## config.mk

```make
export PLATFORM = sky130hd
export DESIGN_NAME = ttc_thermal_throttle_control
export DESIGN_NICKNAME = d
export VERILOG_FILES = /design/src/logic/ttc_pkg.sv /design/src/logic/ttc_sync.sv /design/src/logic/ttc_thermal_throttle_control.sv
export SDC_FILE = /design/constraint.sdc
export NUM_CORES = 1
export LEC_CHECK = 0
export BUFFER_PORTS_ARGS = -buffer_cell sky130_fd_sc_hd__buf_4
export CORE_MARGIN = 1.5
export CORE_UTILIZATION = 35
export DETAILED_ROUTE_END_ITERATION = 16
export PLACE_DENSITY_LB_ADDON = 0.05
export SETUP_SLACK_MARGIN = 0.5
export SLEW_MARGIN = 20
export SYNTH_ARGS = -nofsm -noshare
export SYNTH_HDL_FRONTEND = slang
export SYNTH_SLANG_ARGS = --single-unit
```

## constraint.sdc

```tcl
create_clock -name clock -period 4.1 [get_ports clock]
set_input_delay 0.41 -clock clock [delete_from_list [all_inputs] [get_ports clock]]
set_output_delay 0.41 -clock clock [all_outputs]
set_load 0.05 [all_outputs]
```

## src/logic/ttc_pkg.sv

```systemverilog
package ttc_pkg;
    // field widths
    localparam int RATIO_W = 8;
    localparam int VID_W = 8;
    localparam int SENS_W = 4;
    // reset values of the applied and requested settings
    localparam logic [7:0] RATIO_RST = 8'h20;
    localparam logic [7:0] VID_RST = 8'h40;
    // ratio steps removed while hot, and the lowest ratio throttling goes to
    localparam logic [7:0] THROTTLE_STEP = 8'h08;
    localparam logic [7:0] RATIO_MIN = 8'h04;
    // reference clock multiplied by the ratio gives core frequency in MHz
    localparam logic [7:0] REF_MHZ = 8'h64;
    // time the core clock generator needs to settle after a change
    localparam int SETTLE_NS = 500;
    localparam int CLK_NS = 20;
    localparam int SETTLE_CYC = (SETTLE_NS + CLK_NS - 1) / CLK_NS;
    localparam int SETTLE_W = 6;
    // interrupt source lines toward the system agent interrupt controller
    localparam int IRQ_W = 4;
    localparam int IRQ_THERMAL = 0;
    localparam int IRQ_DMA = 1;

    typedef enum logic [1:0] {
        ST_IDLE,
        ST_SETTLE,
        ST_DONE
    } ttc_apply_type;
endpackage : ttc_pkg

```

## src/logic/ttc_sync.sv

```systemverilog
`timescale 1ns/10ps
// two-stage synchroniser; the first stage feeds only the second
module ttc_sync #(
    parameter int W = 1
) (
    // clock and reset
    input wire logic clock,
    input wire logic rstSync_n,
    // data
    input wire logic [W-1:0] din,
    output logic [W-1:0] dout
);
    logic [W-1:0] stage1;

    // metastability filter
    always_ff @(posedge clock or negedge rstSync_n) begin
        if (!rstSync_n) begin
            stage1 <= '0;
            dout <= '0;
        end else begin
            stage1 <= din;
            dout <= stage1;
        end
    end
endmodule : ttc_sync

```

## src/logic/ttc_thermal_throttle_control.sv

```systemverilog
`timescale 1ns/10ps
// Behaviour
// - while thermal event active, hardware lowers the core frequency ratio.
// - monitor never changes voltage itself; only software requests do.
// - thermal event raises interrupt to controller with status and clear.
// - settings written during an event are held and applied afterwards.
// - a done pulse and sticky flag show a change took effect.
// - current core frequency is readable for per-thread timer calibration.
// - interrupt controller lines come only from system agent sources.
module ttc_thermal_throttle_control (
    // clock and reset
    input wire logic clock,
    input wire logic rst_n,
    // thermal sensors, one event line each
    input wire logic [ttc_pkg::SENS_W-1:0] sensorHot,
    // software settings request, one-cycle write strobe
    input wire logic reqWrite,
    input wire logic [ttc_pkg::RATIO_W-1:0] reqRatio,
    input wire logic [ttc_pkg::VID_W-1:0] reqVid,
    // software status access
    input wire logic thermalIntEnable,
    input wire logic thermalClear,
    // other system agent interrupt source
    input wire logic dmaIrq,
    // clock generator and voltage regulator controls
    output logic [ttc_pkg::RATIO_W-1:0] coreRatio,
    output logic [ttc_pkg::VID_W-1:0] coreVid,
    // status toward software
    output logic thermalActive,
    output logic thermalStatus,
    output logic changePending,
    output logic changeDone,
    output logic changeDoneFlag,
    output logic [15:0] coreFreqMhz,
    // interrupt controller inputs
    output logic [ttc_pkg::IRQ_W-1:0] ioIrq
);
    // synchronised reset, sensor and settings state
    logic rstMeta_n;
    logic rstSync_n;
    logic [ttc_pkg::SENS_W-1:0] hotSync;
    logic hot;
    logic hotPrev;
    logic [ttc_pkg::RATIO_W-1:0] setRatio;
    logic [ttc_pkg::VID_W-1:0] setVid;
    logic [ttc_pkg::RATIO_W-1:0] pendRatio;
    logic [ttc_pkg::VID_W-1:0] pendVid;
    logic pendValid;
    logic [ttc_pkg::SETTLE_W-1:0] settleCount;
    ttc_pkg::ttc_apply_type state;
    ttc_pkg::ttc_apply_type next_state;
    logic [ttc_pkg::RATIO_W-1:0] next_ratio;
    logic applyNow;

    // throttled ratio, floored so the core never stops
    function automatic logic [ttc_pkg::RATIO_W-1:0] throttled(
        input logic [ttc_pkg::RATIO_W-1:0] r);
        if (r > ttc_pkg::THROTTLE_STEP + ttc_pkg::RATIO_MIN)
            throttled = r - ttc_pkg::THROTTLE_STEP;
        else
            throttled = ttc_pkg::RATIO_MIN;
    endfunction : throttled

    // reset release through two flops
    always_ff @(posedge clock or negedge rst_n) begin
        if (!rst_n) begin
            rstMeta_n <= 1'b0;
            rstSync_n <= 1'b0;
        end else begin
            rstMeta_n <= 1'b1;
            rstSync_n <= rstMeta_n;
        end
    end

    // sensors are asynchronous to this clock
    ttc_sync #(.W(ttc_pkg::SENS_W)) uSync (
        .clock(clock),
        .rstSync_n(rstSync_n),
        .din(sensorHot),
        .dout(hotSync)
    );

    // any single sensor line is enough to count as hot
    assign hot = |hotSync;

    // event edge tracking
    always_ff @(posedge clock or negedge rstSync_n) begin
        if (!rstSync_n) begin
            hotPrev <= 1'b0;
            thermalActive <= 1'b0;
        end else begin
            hotPrev <= hot;
            thermalActive <= hot;
        end
    end

    // software request held while hot; latest write wins
    always_ff @(posedge clock or negedge rstSync_n) begin
        if (!rstSync_n) begin
            setRatio <= ttc_pkg::RATIO_RST;
            setVid <= ttc_pkg::VID_RST;
            pendRatio <= ttc_pkg::RATIO_RST;
            pendVid <= ttc_pkg::VID_RST;
            pendValid <= 1'b0;
        end else begin
            if (reqWrite) begin
                pendRatio <= reqRatio;
                pendVid <= reqVid;
            end
            if (reqWrite)
                pendValid <= 1'b1;
            else if (applyNow)
                pendValid <= 1'b0;
            if (applyNow) begin
                setRatio <= pendRatio;
                setVid <= pendVid;
            end
        end
    end

    // apply only outside an event, and only from idle
    // waiting for idle keeps every applied change paired with its own done
    assign applyNow = pendValid && !hot && !reqWrite
        && state == ttc_pkg::ST_IDLE;

    // applied ratio: throttled when hot, else the software setting
    always_comb begin
        next_ratio = hot ? throttled(setRatio) : setRatio;
    end

    // clock and voltage outputs; voltage tracks only software values
    always_ff @(posedge clock or negedge rstSync_n) begin
        if (!rstSync_n) begin
            coreRatio <= ttc_pkg::RATIO_RST;
            coreVid <= ttc_pkg::VID_RST;
            coreFreqMhz <= 16'h0000;
        end else begin
            coreRatio <= next_ratio;
            coreVid <= setVid;
            // widen before the product so no frequency bits are lost
            coreFreqMhz <= 16'(next_ratio) * 16'(ttc_pkg::REF_MHZ);
        end
    end

    // settle sequencer, ends with a done indication
    always_comb begin
        next_state = state;
        case (state)
            ttc_pkg::ST_IDLE: begin
                if (applyNow)
                    next_state = ttc_pkg::ST_SETTLE;
            end
            ttc_pkg::ST_SETTLE: begin
                if (settleCount == ttc_pkg::SETTLE_W'(ttc_pkg::SETTLE_CYC - 1))
                    next_state = ttc_pkg::ST_DONE;
            end
            ttc_pkg::ST_DONE: begin
                next_state = ttc_pkg::ST_IDLE;
            end
            default: begin
                next_state = ttc_pkg::ST_IDLE;
            end
        endcase
    end

    // sequencer state and settle counter
    always_ff @(posedge clock or negedge rstSync_n) begin
        if (!rstSync_n) begin
            state <= ttc_pkg::ST_IDLE;
            settleCount <= '0;
        end else begin
            state <= next_state;
            if (state == ttc_pkg::ST_SETTLE)
                settleCount <= settleCount + 1'b1;
            else
                settleCount <= '0;
        end
    end

    // feedback: pulse plus sticky flag; a new completion beats the clear
    always_ff @(posedge clock or negedge rstSync_n) begin
        if (!rstSync_n) begin
            changeDone <= 1'b0;
            changeDoneFlag <= 1'b0;
            changePending <= 1'b0;
        end else begin
            changeDone <= (next_state == ttc_pkg::ST_DONE);
            if (next_state == ttc_pkg::ST_DONE)
                changeDoneFlag <= 1'b1;
            else if (reqWrite)
                changeDoneFlag <= 1'b0;
            // pending covers the write cycle, the wait and the whole settle
            changePending <= (pendValid && !applyNow) || reqWrite
                || next_state == ttc_pkg::ST_SETTLE;
        end
    end

    // sticky thermal status on event onset; set wins over clear
    always_ff @(posedge clock or negedge rstSync_n) begin
        if (!rstSync_n) begin
            thermalStatus <= 1'b0;
        end else if (hot && !hotPrev) begin
            thermalStatus <= 1'b1;
        end else if (thermalClear) begin
            thermalStatus <= 1'b0;
        end
    end

    // interrupt controller lines, all from internal agent sources
    always_ff @(posedge clock or negedge rstSync_n) begin
        if (!rstSync_n) begin
            ioIrq <= '0;
        end else begin
            // unused lines are held low so no stray source appears
            ioIrq <= '0;
            ioIrq[ttc_pkg::IRQ_THERMAL] <= thermalIntEnable
                && (thermalStatus || (hot && !hotPrev));
            ioIrq[ttc_pkg::IRQ_DMA] <= dmaIrq;
        end
    end
endmodule : ttc_thermal_throttle_control

```

==> impl_metrics.json <==
{
  "status": "complete, no violations",
  "grt_overflow": 0,
  "ys.flop_type": "dfrtp_1",
  "clock_path_buffers": 2,
  "dieArea_sq_um": 11190,
  "yosys_warnings": 0,
  "grt_max_degree": 51,
  "dp_hpwl_um": 4911,
  "worstMarginPinSlew_ns": 0.6494,
  "grt_pass1_vias": 2336,
  "path_delay_family": "adder cells",
  "period_share": 0.8430,
  "netlist_top_cells_area": "dfrtp_1 (53%), ha_1 (10%), mux2_2 (7.0%)",
  "vias": 2241,
  "fp.coreArea_sq_um": 10280,
  "finalCriticalPeriod_ns": 3.456,
  "route.detailed.drc": 0,
  "hold_ws_ns": 0.1572,
  "setup_violations": 0,
  "vias_per_cell": 4.546,
  "antenna_found_initial": 0,
  "ant_nets": 0,
  "cp-start-kind": "register",
  "arrival_ns": 3.75,
  "num_antenna_cells": 0,
  "clock_skew_ns": 0.01070,
  "drt_first_pass_iters": 4,
  "crit_type": "reg -> reg",
  "cts_tree": "done",
  "relSlewSlack": 0.5671,
  "numCtsBuffers": 9,
  "drv_cap": 0,
  "area_growth_syn_to_layout_pct": 29.64,
  "die_w_um": 105.8,
  "detailed_place.area_sq_um": 4360,
  "worst_r2r_path_depth": 14,
  "rsz0062_at_grt": "true",
  "cp-end-kind": "register",
  "timing.rr.end": "coreFreqMhz[14]",
  "timing.rr.start": "uSync.dout[0]",
  "die_height_um": 105.8,
  "slowest_stage": "fa_1",
  "drive_above_1_share": 0.4986,
  "p_leak_nw": 2.313,
  "min-delay-start": "dmaIrq",
  "hold-path-endpoint": "ioIrq[1]",
  "io_buffers": 61,
  "crit_path_max_incr_delay_ns": 0.52,
  "synth_enable_flop_cells": 0,
  "cts.sinks": 84,
  "wirelength_um": 7081,
  "synth.ff_latch_count": 84,
  "htreeDepth": 3,
  "cts_root_buf": "clkbuf_8",
  "ys_seq_area_frac": 0.5706,
  "path_clk_slew_ns": 0.09,
  "reg2reg_slack_ns": 0.64,
  "fin_area_sq_um": 4793,
  "rows": 37,
  "grt_pass1_wl_um": 11770,
  "synth.top_cell.area_share": 0.5279,
  "setup_tns_ns": 0,
  "start_util": 0.3598,
  "syn_inst": 269,
  "boundaryPins": 67,
  "final_nets": 412,
  "cp_data_required_time_ns": 4.39,
  "irDropWorstVdd_mv": 0.4157,
  "clock_latency_ns": 0.36,
  "avgRoutedWirePerCell_um": 14.36,
  "fill_cells": 1000,
  "min_path_cells": 1,
  "yosys.area.top_type": "dfrtp_1",
  "holdCritPathClass": "in -> reg",
  "finalHoldViolCount": 0,
  "yosysUniqueCellTypes": 47,
  "crit_path_cell_trace": "nor4_4, buf_4, or3_4, o21ai_4, ha_1, ha_1, inv_2, fa_1, inv_2, ha_4, a21oi_4, a21oi_2, or4b_4, nand4_1",
  "p_per_area_nw_per_um2": 865.2,
  "synth_area_sq_um": 3697,
  "gp_routability_congestion": 0.7569,
  "grt_util_all_layers": 0.1379,
  "avgSynthCellArea_sq_um": 13.74,
  "first_iter_violations": 42,
  "drv_slew": 0,
  "critPathMaxFanout": 4,
  "fmax_ghz": 0.2893,
  "critPathBufInv": 3,
  "async_flop_share": 1.000
}
==> routing by layer <==
metal / track usage / part of all wire / vias up
li1: - / - / 1081
met1: 0.1826 / 0.47 / 1102
met2: 0.2050 / 0.46 / 49
met3: 0.04824 / 0.062 / 9
met4: 0.05792 / 0.016 / 0
met5: 0 / 0 / -
==> cells in the final DEF, fill, tap and decap left out, types with 3 or more instances in the layout <==
master / n
a21oi_1: 5
buf_4: 79
clkbuf_8: 10
conb_1: 6
dfrtp_1: 74
dfrtp_2: 3
dfstp_2: 6
ha_1: 22
ha_2: 3
ha_4: 6
inv_1: 9
inv_2: 6
mux2_2: 23
mux2_4: 10
nand2_1: 9
nand3_1: 4
nor2_1: 11
nor2b_1: 3
o21ai_0: 3
xor2_1: 6
==> area by class of cell <==
| type | count | area [sq um] | share of cell area |
|---|---|---|---|
| clock buffers | 10 | 137.6 | 0.02871 |
| inverters | 15 | 56.30 | 0.01175 |
| multi-input cells | 162 | 1663 | 0.3469 |
| clock inverters | 6 | 46.29 | 0.009658 |
| flip-flops and latches | 84 | 2117 | 0.4417 |
| repair buffers | 80 | 603.1 | 0.1258 |
| well taps | 136 | 170.2 | 0.03550 |
==> registers in the layout, indices dropped and copies added, names as in the netlist, 2 cells and up <==
name / flops
state: 2
coreFreqMhz: 10
coreVid: 8
settleCount: 6
coreRatio: 8
pendRatio: 8
uSync.dout: 4
setVid: 8
setRatio: 8
uSync.stage1: 4
ioIrq: 2
pendVid: 8
==> what timing repair did <==
action	in CTS	in global routing
endpoints found under the hold margin	2	0
buffers inserted	10	4
gates cloned	0	0
gates resized for setup	22	11
hold buffers	1	0
endpoints found under the setup margin	1	2
pin swaps	9	13
==> per-stage QoR <==
stage | worst slack, ns | power, mW | utilization | instances
floorplan | 0.5077 | 2.807 | - | 273
global placement | 0.3589 | 3.306 | 0.4243 | 462
detailed placement | 0.3249 | 3.305 | 0.4243 | 462
CTS | 0.5025 | 4.094 | 0.4595 | 489
global route | 0.4755 | 4.455 | 0.4664 | 493
finish | 0.6439 | 4.147 | 0.4664 | 493
==> cells by family after synthesis <==
| logic type | synth area share |
|---|---|
| flops | 0.5706 |
| simple gates | 0.08359 |
| mux | 0.1188 |
| fa+ha+maj | 0.1212 |
| compound gates | 0.04704 |
| buf+inv | 0.03790 |
| xor+xnor | 0.01895 |
| other cells | 0.002031 |
==> worst max-delay path by stage <==
stage	startpoint	end	slack (ns)	cells after the start
after floorplan	uSync.dout[0]	coreFreqMhz[14]	0.51	14
after global placement	setRatio[6]	coreFreqMhz[14]	0.36	11
after detailed placement	setRatio[6]	coreFreqMhz[14]	0.32	11
after CTS	setRatio[3]	coreFreqMhz[14]	0.50	11
after global routing	setRatio[4]	coreFreqMhz[14]	0.48	13
final	uSync.dout[0]	coreFreqMhz[14]	0.64	14
==> power by group <==
| group | total, mW | internal, mW | switching (mW) |
|---|---|---|---|
| logic | 2.41 | 1.06 | 1.35 |
| registers | 1.17 | 1.05 | 0.119 |
| clock network | 0.564 | 0.241 | 0.323 |
| total | 4.15 | 2.36 | 1.79 |
==> cell usage after synthesis (all sizes together), types with 2 or more instances <==
master  count
nor4        2
o21ai       4
buf        11
fa          3
conb        2
a21o        3
ha         31
nand3       5
dfstp       6
nand3b      2
and2        4
o22ai       2
dfrtp      78
nor4b       2
nor2       11
a211o       2
nand2      11
xor2        6
or3         3
inv        15
or4b        2
mux2       33
mux2i       3
xnor2       2
a21oi       9
nor2b       4
Note: power is estimated with default switching activity, not from simulation.
